$ cat src/design/gpc_pkg.sv
// Purpose: Shared constants and types for the pin configuration block
// Assumes: 8-bit register port, byte offsets as printed
// Notes:   Pin index order is fixed by PIN_* constants below
package gpc_pkg;
  // Register offsets
  localparam logic [7:0] PORT0_DATA_ADDR = 8'h00;
  localparam logic [7:0] PORT1_DATA_ADDR = 8'h01;
  localparam logic [7:0] P01_CFG_ADDR    = 8'h06;
  localparam logic [7:0] INT1_CFG_ADDR   = 8'h08;
  localparam logic [7:0] INT2_CFG_ADDR   = 8'h09;
  localparam logic [7:0] P07_CFG_ADDR    = 8'h0C;
  localparam logic [7:0] DP_CFG_ADDR     = 8'h0D;
  localparam logic [7:0] DM_CFG_ADDR     = 8'h0E;
  localparam logic [7:0] ALT_CFG_ADDR    = 8'h18;
  // Writable bits per register; others read as zero
  localparam logic [7:0] P01_MASK  = 8'h7F;
  localparam logic [7:0] INT_MASK  = 8'h37;
  localparam logic [7:0] P07_MASK  = 8'h77;
  localparam logic [7:0] DP_MASK   = 8'h63;
  localparam logic [7:0] DM_MASK   = 8'h65;
  localparam logic [7:0] ALT_MASK  = 8'h7F;
  localparam logic [7:0] CFG_RESET = 8'h00;
  // Common configuration field positions
  localparam int B_INT_EN  = 6;
  localparam int B_ACT_LOW = 5;
  localparam int B_TTL     = 4;
  localparam int B_HSINK   = 3;
  localparam int B_OD      = 2;
  localparam int B_PULL    = 1;
  localparam int B_OE      = 0;
  // Alternate function register fields
  localparam int A_REG_SEL = 0;
  localparam int A_SER_SEL = 1;
  localparam int A_LV_DRV  = 2;
  localparam int A_SER_OE  = 3;
  localparam int A_SER_DAT = 4;
  localparam int A_REG_OE  = 5;
  localparam int A_REG_DAT = 6;
  // Pin indices
  localparam int PIN_P01 = 0;
  localparam int PIN_INT1 = 1;
  localparam int PIN_INT2 = 2;
  localparam int PIN_P07 = 3;
  localparam int PIN_DP  = 4;
  localparam int PIN_DM  = 5;
  localparam int NPINS   = 6;
  // Port data bit positions of each pin
  localparam int P0_BIT_P01  = 1;
  localparam int P0_BIT_INT1 = 3;
  localparam int P0_BIT_INT2 = 4;
  localparam int P0_BIT_P07  = 7;
  localparam int P1_BIT_DP   = 0;
  localparam int P1_BIT_DM   = 1;
  // Per-pin pad control
  typedef struct packed {
    logic drv_n;    // Low while the pad driver is on
    logic level;    // Level driven when on
    logic pull_on;  // Pull-up connected
    logic ttl;      // TTL input threshold
    logic hi_sink;  // Strong sink
  } gpc_pad_s;
endpackage : gpc_pkg

$ cat src/design/gpc_pin_config.sv
// Purpose: Pin configuration, pad control and edge interrupts of ports 0 and 1
// Assumes: Single 100 MHz clock, synchronous active-high reset
// Notes:   Pads resolve wires outside; drv_n low means driven
`timescale 1ns/1ns
`default_nettype none
// Function
// RL1: Interrupt enable bit gates pin interrupt
// RL2: Edge interrupts; shared source rearms when all clear
// RL3: Driven output state can fire interrupt
// RL4: Active-low selects falling edge, else rising
// RL5: Threshold bit selects TTL or CMOS
// RL6: Open drain: data 1 floats, 0 drives low
// RL7: Push-pull drives both levels from data
// RL8: Pull-up bit connects pin pull-up
// RL9: Output enable turns driver on or off
// RL10: Alternate select off hands pin to GPIO
// RL11: Low-voltage drive only; regulator untouched
// RL12: External pins give own edge interrupts
// RL13: Software clears output enable for inputs
// RL14: Settings govern external pins in both uses
// RL15: Software disables source before changing polarity
// RL16: Plus data pin config inactive during USB
// RL17: Plus data pin is open drain only
// RL18: Bit 1 enables pull-ups on both pins
// RL19: Software clears USB pin enables before sleep
// RL20: Minus data pin config inactive during USB
// RL21: Pin 0.1 config layout, reset zero
// RL22: Pin 0.7 config layout, reserved bits
// RL23: USB pins follow data only without USB
// RL24: Data read gives pins, write sets drive
// RL25: Pin inputs double-synchronised before edges
// RL26: Reserved bits read zero, writes ignored
module gpc_pin_config (
  input  wire logic                               sys_clk,
  input  wire logic                               rst,
  input  wire logic [7:0]                         addr,
  input  wire logic [7:0]                         wdata,
  input  wire logic                               wr_en,
  input  wire logic                               rd_en,
  output var  logic [7:0]                         rdata,
  input  wire logic [gpc_pkg::NPINS-1:0]          pad_in,
  output var  gpc_pkg::gpc_pad_s [gpc_pkg::NPINS-1:0] pad_ctl,
  input  wire logic                               usb_enable,
  output var  logic                               usb_pins_pullup_on,
  input  wire logic                               spi_oe_req,
  input  wire logic                               spi_out,
  input  wire logic                               regulator_oe_req,
  output var  logic                               serial_out_pin_drv_n,
  output var  logic                               serial_out_pin_level,
  output var  logic                               serial_lv_drive,
  output var  logic                               regulator_output_pin_drv_n,
  output var  logic                               regulator_output_pin_level,
  output var  logic                               port_irq,
  output var  logic                               ext_int1_irq,
  output var  logic                               ext_int2_irq
);
  logic [7:0]              cfg [gpc_pkg::NPINS]; // Per-pin configuration
  logic [7:0]              alt_cfg;              // Alternate function control
  logic [gpc_pkg::NPINS-1:0] pin_data;           // Port data bits
  logic [gpc_pkg::NPINS-1:0] sync1;              // First sync stage
  logic [gpc_pkg::NPINS-1:0] sync2;              // Second sync stage
  logic [gpc_pkg::NPINS-1:0] act;                // Polarity-applied active level
  logic [gpc_pkg::NPINS-1:0] act_q;              // Active level last cycle
  logic                    shared_act;           // Any shared-source active
  logic                    shared_q;             // Shared level last cycle
  logic [gpc_pkg::NPINS-1:0] asserted;           // Active level of an enabled pin
  logic [gpc_pkg::NPINS-1:0] rise;               // Qualified edge this cycle
  logic                    shared_rise;          // Any shared-source edge

  // Write mask of each pin register
  function automatic logic [7:0] cfg_mask(input int idx);
    case (idx)
      gpc_pkg::PIN_P01:  cfg_mask = gpc_pkg::P01_MASK;
      gpc_pkg::PIN_INT1: cfg_mask = gpc_pkg::INT_MASK;
      gpc_pkg::PIN_INT2: cfg_mask = gpc_pkg::INT_MASK;
      gpc_pkg::PIN_P07:  cfg_mask = gpc_pkg::P07_MASK;
      gpc_pkg::PIN_DP:   cfg_mask = gpc_pkg::DP_MASK;
      default:           cfg_mask = gpc_pkg::DM_MASK;
    endcase
  endfunction : cfg_mask

  // Offset of each pin register
  function automatic logic [7:0] cfg_addr(input int idx);
    case (idx)
      gpc_pkg::PIN_P01:  cfg_addr = gpc_pkg::P01_CFG_ADDR;
      gpc_pkg::PIN_INT1: cfg_addr = gpc_pkg::INT1_CFG_ADDR;
      gpc_pkg::PIN_INT2: cfg_addr = gpc_pkg::INT2_CFG_ADDR;
      gpc_pkg::PIN_P07:  cfg_addr = gpc_pkg::P07_CFG_ADDR;
      gpc_pkg::PIN_DP:   cfg_addr = gpc_pkg::DP_CFG_ADDR;
      default:           cfg_addr = gpc_pkg::DM_CFG_ADDR;
    endcase
  endfunction : cfg_addr

  // Pad drive from enable, open drain and data
  function automatic logic [1:0] drive(input logic oe, input logic od,
                                       input logic dat);
    // {drv_n, level}; open drain floats a one
    if (!oe)
      drive = 2'h2;
    else if (od)
      drive = dat ? 2'h2 : 2'h0;
    else
      drive = {1'b0, dat};
  endfunction : drive

  // Configuration registers; masked bits never store
  always_ff @(posedge sys_clk)
  begin
    if (rst)
    begin
      for (int i = 0; i < gpc_pkg::NPINS; i++)
        cfg[i] <= gpc_pkg::CFG_RESET; // RL21 RL22
      alt_cfg <= gpc_pkg::CFG_RESET;
    end
    else if (wr_en)
    begin
      for (int i = 0; i < gpc_pkg::NPINS; i++)
        if (addr == cfg_addr(i))
          cfg[i] <= wdata & cfg_mask(i); // RL26 RL21 RL22
      if (addr == gpc_pkg::ALT_CFG_ADDR)
        alt_cfg <= wdata & gpc_pkg::ALT_MASK;
    end
  end

  // Port data registers set the driven levels
  always_ff @(posedge sys_clk)
  begin
    if (rst)
      pin_data <= '0;
    else if (wr_en && addr == gpc_pkg::PORT0_DATA_ADDR)
    begin
      pin_data[gpc_pkg::PIN_P01]  <= wdata[gpc_pkg::P0_BIT_P01]; // RL24
      pin_data[gpc_pkg::PIN_INT1] <= wdata[gpc_pkg::P0_BIT_INT1];
      pin_data[gpc_pkg::PIN_INT2] <= wdata[gpc_pkg::P0_BIT_INT2];
      pin_data[gpc_pkg::PIN_P07]  <= wdata[gpc_pkg::P0_BIT_P07];
    end
    else if (wr_en && addr == gpc_pkg::PORT1_DATA_ADDR)
    begin
      pin_data[gpc_pkg::PIN_DP] <= wdata[gpc_pkg::P1_BIT_DP]; // RL24
      pin_data[gpc_pkg::PIN_DM] <= wdata[gpc_pkg::P1_BIT_DM];
    end
  end

  // Read port; pins read as their synchronised state
  always_ff @(posedge sys_clk)
  begin
    if (rst)
      rdata <= 8'h00;
    else if (rd_en)
    begin
      rdata <= 8'h00; // Unmapped offsets read zero
      for (int i = 0; i < gpc_pkg::NPINS; i++)
        if (addr == cfg_addr(i))
          rdata <= cfg[i];
      case (addr)
        gpc_pkg::PORT0_DATA_ADDR:
        begin
          rdata[gpc_pkg::P0_BIT_P01]  <= sync2[gpc_pkg::PIN_P01]; // RL24
          rdata[gpc_pkg::P0_BIT_INT1] <= sync2[gpc_pkg::PIN_INT1];
          rdata[gpc_pkg::P0_BIT_INT2] <= sync2[gpc_pkg::PIN_INT2];
          rdata[gpc_pkg::P0_BIT_P07]  <= sync2[gpc_pkg::PIN_P07];
        end
        gpc_pkg::PORT1_DATA_ADDR:
        begin
          rdata[gpc_pkg::P1_BIT_DP] <= sync2[gpc_pkg::PIN_DP];
          rdata[gpc_pkg::P1_BIT_DM] <= sync2[gpc_pkg::PIN_DM];
        end
        gpc_pkg::ALT_CFG_ADDR: rdata <= alt_cfg;
        default: ;
      endcase
    end
  end

  // Two-stage pin synchroniser; stage one feeds stage two only
  always_ff @(posedge sys_clk)
  begin
    if (rst)
    begin
      sync1 <= '0;
      sync2 <= '0;
    end
    else
    begin
      sync1 <= pad_in;
      sync2 <= sync1; // RL25
    end
  end

  // Active level: pin state with polarity applied, never gated
  always_comb
  begin
    for (int i = 0; i < gpc_pkg::NPINS; i++)
    begin
      act[i]      = sync2[i] ^ cfg[i][gpc_pkg::B_ACT_LOW]; // RL4
      asserted[i] = act[i] & cfg[i][gpc_pkg::B_INT_EN]; // RL1
      // Enable gates the edge, so turning it on alone never fires
      rise[i]     = asserted[i] & ~act_q[i]; // RL1 RL3
    end
    // External pins are enabled in the interrupt controller
    rise[gpc_pkg::PIN_INT1] = act[gpc_pkg::PIN_INT1] & ~act_q[gpc_pkg::PIN_INT1]; // RL12
    rise[gpc_pkg::PIN_INT2] = act[gpc_pkg::PIN_INT2] & ~act_q[gpc_pkg::PIN_INT2]; // RL12
    // Shared line: any enabled source at its active level
    shared_act  = asserted[gpc_pkg::PIN_P01] | asserted[gpc_pkg::PIN_P07] |
                  asserted[gpc_pkg::PIN_DP] | asserted[gpc_pkg::PIN_DM];
    shared_rise = rise[gpc_pkg::PIN_P01] | rise[gpc_pkg::PIN_P07] |
                  rise[gpc_pkg::PIN_DP] | rise[gpc_pkg::PIN_DM];
  end

  // Edge detect: one pulse per selected edge on external lines, per rise from all idle on the shared line
  always_ff @(posedge sys_clk)
  begin
    if (rst)
    begin
      act_q        <= '0;
      shared_q     <= 1'b0;
      port_irq     <= 1'b0;
      ext_int1_irq <= 1'b0;
      ext_int2_irq <= 1'b0;
    end
    else
    begin
      act_q    <= act;
      shared_q <= shared_act;
      // Shared line rearms only once every enabled source is idle
      port_irq     <= shared_rise & ~shared_q; // RL2
      ext_int1_irq <= rise[gpc_pkg::PIN_INT1]; // RL12
      ext_int2_irq <= rise[gpc_pkg::PIN_INT2]; // RL12
    end
  end

  // Port 0 pad controls; same for interrupt or GPIO use
  always_ff @(posedge sys_clk)
  begin
    if (rst)
      pad_ctl <= {gpc_pkg::NPINS{5'h18}};
    else
    begin
      for (int i = gpc_pkg::PIN_P01; i <= gpc_pkg::PIN_P07; i++)
      begin
        {pad_ctl[i].drv_n, pad_ctl[i].level} <=
          drive(cfg[i][gpc_pkg::B_OE], cfg[i][gpc_pkg::B_OD], pin_data[i]); // RL6 RL7 RL9 RL14
        pad_ctl[i].pull_on <= cfg[i][gpc_pkg::B_PULL]; // RL8
        pad_ctl[i].ttl     <= cfg[i][gpc_pkg::B_TTL]; // RL5
        pad_ctl[i].hi_sink <= cfg[i][gpc_pkg::B_HSINK];
      end
      // USB pins: released to the transceiver while USB is on
      {pad_ctl[gpc_pkg::PIN_DP].drv_n, pad_ctl[gpc_pkg::PIN_DP].level} <=
        usb_enable ? 2'h2 :
        drive(cfg[gpc_pkg::PIN_DP][gpc_pkg::B_OE], 1'b1,
              pin_data[gpc_pkg::PIN_DP]); // RL16 RL17 RL23
      {pad_ctl[gpc_pkg::PIN_DM].drv_n, pad_ctl[gpc_pkg::PIN_DM].level} <=
        usb_enable ? 2'h2 :
        drive(cfg[gpc_pkg::PIN_DM][gpc_pkg::B_OE],
              cfg[gpc_pkg::PIN_DM][gpc_pkg::B_OD],
              pin_data[gpc_pkg::PIN_DM]); // RL20 RL23
      for (int i = gpc_pkg::PIN_DP; i <= gpc_pkg::PIN_DM; i++)
      begin
        pad_ctl[i].pull_on <= 1'b0;
        pad_ctl[i].ttl     <= 1'b0;
        pad_ctl[i].hi_sink <= 1'b0;
      end
    end
  end

  // Shared 5K pull-up of both data pins
  always_ff @(posedge sys_clk)
  begin
    if (rst)
      usb_pins_pullup_on <= 1'b0;
    else
      usb_pins_pullup_on <= ~usb_enable &
                            cfg[gpc_pkg::PIN_DP][gpc_pkg::B_PULL]; // RL18 RL16
  end

  // Alternate function pins; select clear means GPIO owns the pad
  always_ff @(posedge sys_clk)
  begin
    if (rst)
    begin
      serial_out_pin_drv_n       <= 1'b1;
      serial_out_pin_level       <= 1'b0;
      serial_lv_drive            <= 1'b0;
      regulator_output_pin_drv_n <= 1'b1;
      regulator_output_pin_level <= 1'b0;
    end
    else
    begin
      if (alt_cfg[gpc_pkg::A_SER_SEL])
      begin
        serial_out_pin_drv_n <= ~spi_oe_req; // RL10
        serial_out_pin_level <= spi_out;
      end
      else
      begin
        serial_out_pin_drv_n <= ~alt_cfg[gpc_pkg::A_SER_OE]; // RL10
        serial_out_pin_level <= alt_cfg[gpc_pkg::A_SER_DAT];
      end
      // Only the high-level source moves; regulator stays as set
      serial_lv_drive <= alt_cfg[gpc_pkg::A_LV_DRV]; // RL11
      if (alt_cfg[gpc_pkg::A_REG_SEL])
      begin
        regulator_output_pin_drv_n <= ~regulator_oe_req; // RL10
        regulator_output_pin_level <= 1'b0;
      end
      else
      begin
        regulator_output_pin_drv_n <= ~alt_cfg[gpc_pkg::A_REG_OE]; // RL10
        regulator_output_pin_level <= alt_cfg[gpc_pkg::A_REG_DAT];
      end
    end
  end

  // Checks
  a_irq_edge_cause: assert property (@(posedge sys_clk) disable iff (rst) // RL4
    ext_int1_irq |->
      ($past(sync2[gpc_pkg::PIN_INT1], 1) ^
       $past(cfg[gpc_pkg::PIN_INT1][gpc_pkg::B_ACT_LOW], 1)) &&
      !($past(sync2[gpc_pkg::PIN_INT1], 2) ^
        $past(cfg[gpc_pkg::PIN_INT1][gpc_pkg::B_ACT_LOW], 2)))
    else $error("ext int1 pulse without selected edge");
  a_int2_edge_cause: assert property (@(posedge sys_clk) disable iff (rst) // RL12
    ext_int2_irq |->
      ($past(sync2[gpc_pkg::PIN_INT2], 1) ^
       $past(cfg[gpc_pkg::PIN_INT2][gpc_pkg::B_ACT_LOW], 1)) &&
      !($past(sync2[gpc_pkg::PIN_INT2], 2) ^
        $past(cfg[gpc_pkg::PIN_INT2][gpc_pkg::B_ACT_LOW], 2)))
    else $error("ext int2 pulse without selected edge");
  a_irq_needs_enable: assert property (@(posedge sys_clk) disable iff (rst) // RL1
    port_irq |-> $past(shared_act, 1))
    else $error("port irq with no enabled source active");
  a_shared_held: assert property (@(posedge sys_clk) disable iff (rst) // RL2
    shared_act [*2] |=> !port_irq)
    else $error("shared irq rearmed while a source stayed active");
  a_irq_disabled: assert property (@(posedge sys_clk) disable iff (rst) // RL1
    (cfg[gpc_pkg::PIN_P01][gpc_pkg::B_INT_EN] == 1'b0 &&
     cfg[gpc_pkg::PIN_P07][gpc_pkg::B_INT_EN] == 1'b0 &&
     cfg[gpc_pkg::PIN_DP][gpc_pkg::B_INT_EN] == 1'b0 &&
     cfg[gpc_pkg::PIN_DM][gpc_pkg::B_INT_EN] == 1'b0) [*2] |=> !port_irq)
    else $error("port irq while all enables clear");
  a_irq_single: assert property (@(posedge sys_clk) disable iff (rst) // RL2
    port_irq |=> !port_irq)
    else $error("shared irq longer than one cycle");
  a_od_no_high: assert property (@(posedge sys_clk) disable iff (rst) // RL17
    !pad_ctl[gpc_pkg::PIN_DP].drv_n |-> !pad_ctl[gpc_pkg::PIN_DP].level)
    else $error("plus data pin driven high");
  a_usb_release: assert property (@(posedge sys_clk) disable iff (rst) // RL16
    usb_enable |=> pad_ctl[gpc_pkg::PIN_DP].drv_n && pad_ctl[gpc_pkg::PIN_DM].drv_n
      && !usb_pins_pullup_on)
    else $error("USB pins not released");
  a_oe_off: assert property (@(posedge sys_clk) disable iff (rst) // RL9
    !cfg[gpc_pkg::PIN_P01][gpc_pkg::B_OE] |=> pad_ctl[gpc_pkg::PIN_P01].drv_n)
    else $error("driver on with enable clear");
  a_od_float: assert property (@(posedge sys_clk) disable iff (rst) // RL6
    cfg[gpc_pkg::PIN_P07][gpc_pkg::B_OD] && pin_data[gpc_pkg::PIN_P07]
      |=> pad_ctl[gpc_pkg::PIN_P07].drv_n)
    else $error("open drain drove a one");
  a_rsvd_zero: assert property (@(posedge sys_clk) disable iff (rst) // RL26
    rd_en && addr == gpc_pkg::P07_CFG_ADDR |=> (rdata & ~gpc_pkg::P07_MASK) == 8'h00)
    else $error("reserved bits read nonzero");
  a_sync_depth: assert property (@(posedge sys_clk) disable iff (rst) // RL25
    ##2 sync2 == $past(pad_in, 2))
    else $error("synchroniser depth wrong");
  a_alt_ser_gpio: assert property (@(posedge sys_clk) disable iff (rst) // RL10
    !alt_cfg[gpc_pkg::A_SER_SEL] && !alt_cfg[gpc_pkg::A_SER_OE]
      |=> serial_out_pin_drv_n)
    else $error("serial pin driven with GPIO enable clear");
  a_alt_reg_gpio: assert property (@(posedge sys_clk) disable iff (rst) // RL10
    !alt_cfg[gpc_pkg::A_REG_SEL] && !alt_cfg[gpc_pkg::A_REG_OE]
      |=> regulator_output_pin_drv_n)
    else $error("regulator pin driven with GPIO enable clear");
  a_usb_pullup: assert property (@(posedge sys_clk) disable iff (rst) // RL18
    !usb_enable && cfg[gpc_pkg::PIN_DP][gpc_pkg::B_PULL] |=> usb_pins_pullup_on)
    else $error("USB pull-ups off with enable set");
  a_ttl_follow: assert property (@(posedge sys_clk) disable iff (rst) // RL5
    cfg[gpc_pkg::PIN_P01][gpc_pkg::B_TTL] |=> pad_ctl[gpc_pkg::PIN_P01].ttl)
    else $error("TTL threshold not applied");
endmodule : gpc_pin_config
`default_nettype wire

$ cat config.mk
export PLATFORM = sky130hd
export DESIGN_NAME = gpc_pin_config
export DESIGN_NICKNAME = d
export VERILOG_FILES = /design/src/design/gpc_pkg.sv /design/src/design/gpc_pin_config.sv
export SDC_FILE = /design/constraint.sdc
export NUM_CORES = 1
export LEC_CHECK = 0
export ABC_AREA = 0
export BUFFER_PORTS_ARGS = -buffer_cell sky130_fd_sc_hd__buf_2
export CAP_MARGIN = 20
export CORE_ASPECT_RATIO = 0.8
export CORE_MARGIN = 5
export CORE_UTILIZATION = 30
export DETAILED_ROUTE_END_ITERATION = 16
export PLACE_DENSITY_LB_ADDON = 0.25
export SYNTH_ARGS = -nofsm -noshare
export SYNTH_HDL_FRONTEND = slang
export SYNTH_SLANG_ARGS = --single-unit
$ cat constraint.sdc
create_clock -name sys_clk -period 3.3 [get_ports sys_clk]
set_input_delay 0.495 -clock sys_clk [delete_from_list [all_inputs] [get_ports sys_clk]]
set_output_delay 0.495 -clock sys_clk [all_outputs]
set_load 0.02 [all_outputs]
==> run_results.csv <==
group,metric,value,unit
run_status,status,"finished clean",
clocking,cts_setup_buffers,0,
critical_path,cp_arrival,2.41,ns
floorplan,std_cell_rows,38,
floorplan,die_width,141,um
critical_path,worstPathCellList,"buf_2, nor4b_1, and3_1, a22oi_1, a211o_1, o31ai_1",
floorplan,fp.coreArea,13500,um^2
layout,final.fill_count,1344,
global_route,gr-usage-met3,4.13,%
global_route,antenna_violations_before_repair,3,
drt,postRouteAntennaNets,0,
timing,final-max-slew-violation-count,0,
layout,multi_input_comb_area,1620,um^2
clocking,clock-sinks,101,
timing,fin_hold_ws,0.355,ns
job,timing.max_cap.violations,0,
critical_path,critPathKind,"input pin to flop",
synth,ys_dominant_reg_cell,"dfxtp_1",
timing,grt_setup_unrepaired,"no",
layout,nNetsFinal,484,
synth,ys_ff_latch,101,
critical_path,rr_worst_depth,5,
critical_path,crit_required,3.56,ns
global_route,grt_max_degree,42,
drt,drt-pass1-iter-count,4,
timing,max_slew.worst_pin.slew,0.683,ns
global_route,grt_util_met1,19.8,%
floorplan,pin_count,77,
critical_path,critical-path-max-stage-delay,0.67,ns
synth,yosysWarnings,0,
pwr,irDropWorstVdd,0.000248,V
timing,max_clock_freq,466,MHz
clocking,clk_pin_slew_worst_paths,0.07,ns
drt,post_drt_wl_per_cell,17.0,um
min_path,hold_path_startpoint,"pad_in[0]",
pwr,internal_power_of_the_cells,2.01,mW
layout,final-seq-area,2330,um^2
global_route,globalRouteMet2Util,21.2,%
pwr,fin_total_pwr,2.65,mW
clocking,cts_repair_resize_count,0,
synth,post_syn_area_per_cell,10.5,um^2
critical_path,path_max_fanout,19,
timing,maxSlewHeadroom,53.8,%
drt,totalWireLength,10.9,mm
pwr,cellLeakagePower,1.82,nW
synth,fraction_of_the_yosys_area_taken_by_sequential_cells,57.0,%
pwr,total_switching_power,0.648,mW
critical_path,r2r_start,"cfg[1][0]$_SDFFCE_PN0P_",
timing,finalSetupViolations,0,
pwr,p_per_area,544,nW/um^2
timing,timing.setup.tns,0,ns
layout,layout_commonest_cell,"dfxtp_1",
timing,finClkSkew,0.00517,ns
layout,area_growth,19.3,%
pwr,power.switching_fraction,24.4,%
global_route,grt_busiest_layer,"met2",
drt,detailroute.via_count,2979,
min_path,min_path_cells,2,
timing,report.final.hold_viol_count,0,
critical_path,worst-path-buf-inv,1,
synth,synth-async-reset-ratio,0,%
clocking,clock_tree.buffer_depth,2,
layout,final_cell_mix,"dfxtp_1, buf_2, nand2_1",
min_path,worst_hold_path.endpoint,"sync1[0]$_SDFF_PP0_",
global_route,groute.usage.overall,14.0,%
critical_path,critical_path.startpoint_type,"input pin",
layout,layout-drive-gt1-share,22.0,%
floorplan,die_h,114,um
drt,post-route-drc-count,0,
clocking,cts.root.buffer_cell,"clkbuf_16",
placement,dp_hpwl,8.15,mm
global_route,first_global_vias,2957,
global_route,gr-total-overflow,0,
placement,gp_congestion,0.873,
pwr,clockPowerShare,40.7,%
pwr,p_comb_share,7.9,%
floorplan,floorplan.die_area,16100,um^2
global_route,grt_pass1_wl,17.1,mm
floorplan,initial_utilization,30.4,%
synth,synthCells,391,
critical_path,critPathCaptureType,"flop",
layout,antennaDiodeCount,0,
placement,io_buffers,67,
timing,post_layout_minimum_cycle_time,2.14,ns
critical_path,rr_endpoint,"rdata[0]$_SDFFE_PP0P_",
clocking,clk_latency,0.34,ns
clocking,tritoncts.num_buffers,9,
timing,post-route-period-util,65.0,%
synth,syn_area,4090,um^2
drt,post_drt_via_cell_ratio,4.66,
drt,dr.first_iter.drc_count,183,
critical_path,cp_top_family,"simple AND/OR/NAND/NOR gates",
pwr,power.sequential.fraction,51.4,%
clocking,tritoncts_clock_tree,"yes",
critical_path,cp_slowest_cell,"nor4b_1",
synth,synthDistinctLibCells,56,
min_path,hold_class,"input pin to flop",
clocking,cts_htree_levels,3,
synth,synth_edf_count,31,
critical_path,regToRegSetupSlack,1.76,ns
clocking,hold_buffers,0,
cells in the mapped netlist, types with 2 or more instances:
library cell	count	area share, %
nor2_1	22	2.0
a21oi_1	18	2.2
and2_1	32	4.9
o21bai_1	7	1.3
inv_1	5	0.46
a22oi_1	7	1.3
dfxtp_1	70	34
a311oi_1	3	0.64
or2_2	3	0.46
a21o_1	2	0.37
edfxtp_1	31	23
nor4bb_1	2	0.49
nor4b_1	2	0.43
buf_4	9	1.7
o21ai_0	2	0.24
nor2b_1	27	4.1
xnor2_1	5	1.1
nor4_2	2	0.61
mux2i_1	4	0.98
clkbuf_1	13	1.2
nand2_1	35	3.2
nand3b_1	7	1.3
a32oi_1	3	0.64
nand2b_1	7	1.1
buf_1	4	0.37
or4_1	2	0.37
nor3b_1	3	0.55
mux2_2	4	1.1
o22ai_1	4	0.61
a211oi_1	2	0.37
a31o_2	2	0.43
nand3_1	21	2.6
nor3_1	8	0.98
per-layer routing:
metal	vias up	share of wire, %
li1	1473	-
met3	10	6.7
met2	78	43
met1	1414	49
met5	-	0.23
met4	4	0.73
how the worst max path moves through the flow:
stage | from | to | slack [ns] | cells past startpoint
2_1_floorplan | addr[5] | rdata[0]$_SDFFE_PP0P_ | 1.25 | 6
3_3_place_gp | addr[5] | rdata[0]$_SDFFE_PP0P_ | 0.93 | 6
3_5_place_dp | addr[0] | rdata[6]$_SDFFE_PP0P_ | 0.80 | 6
4_1_cts | addr[0] | rdata[6]$_SDFFE_PP0P_ | 1.16 | 6
5_1_grt | addr[0] | rdata[6]$_SDFFE_PP0P_ | 0.98 | 6
6_report | addr[0] | rdata[6]$_SDFFE_PP0P_ | 1.16 | 6
flip-flops by register name, summed over array words and instances, names as in the netlist:
signal and cells:
ext_int1_irq 1, shared_q 1, regulator_output_pin_drv_n 1, act_q 6, sync2 6, regulator_output_pin_level 1
serial_out_pin_level 1, sync1 6, rdata 8, port_irq 1, usb_pins_pullup_on 1, serial_out_pin_drv_n 1
serial_lv_drive 1, cfg 31, alt_cfg 7, ext_int2_irq 1, pin_data 6, pad_ctl 21
worst reg2reg max path: stages (launching register included):
cell      delay, ns
edfxtp_1       0.40
mux2_2         0.18
a22o_1         0.15
a32oi_1        0.10
or4_1          0.48
a31oi_1        0.16
final cells by class:
type / count / share of cell area (%)
inverter: 5 / 0.385
clock buffer: 9 / 4.62
timing repair buffer: 72 / 7.64
sequential: 101 / 47.8
clock inverter: 7 / 1.72
tap: 180 / 4.62
multi-input combinational: 265 / 33.2
power by group through the flow:
stage	Sequential, mW	Clock, mW	Combinational [mW]
2_1_floorplan	1.41	0	0.113
3_3_place_gp	1.39	0	0.212
3_5_place_dp	1.39	0	0.212
4_1_cts	1.36	1.11	0.213
5_1_grt	1.37	1.15	0.231
6_report	1.36	1.08	0.211
through the flow:
step / worst slack [ns] / cells / utilization [%] / instance area [um^2]
after CTS: 1.16 / 639 / 36.3 / 4880
after detailed placement: 0.802 / 623 / 34.0 / 4570
after global routing: 0.983 / 639 / 36.3 / 4880
final: 1.16 / 639 / 36.3 / 4880
after global placement: 0.927 / 623 / 34.0 / 4570
after floorplan: 1.25 / 399 / - / 4120
cells by family (layout without fill, tap and decap cells):
| logic type | Yosys count | count (layout) | share of synthesized area, % |
|---|---|---|---|
| DFF | 101 | 101 | 57.0 |
| xor gates and xnor gates | 6 | 6 | 1.28 |
| other | 1 | 9 | 0.0917 |
| muxes | 9 | 9 | 2.36 |
| buffers and inverters | 33 | 93 | 4.07 |
| AOI/OAI and AO/OA | 58 | 58 | 9.61 |
| and+or+nand+nor | 183 | 183 | 25.6 |
Note: power is estimated with default switching activity, not from simulation.
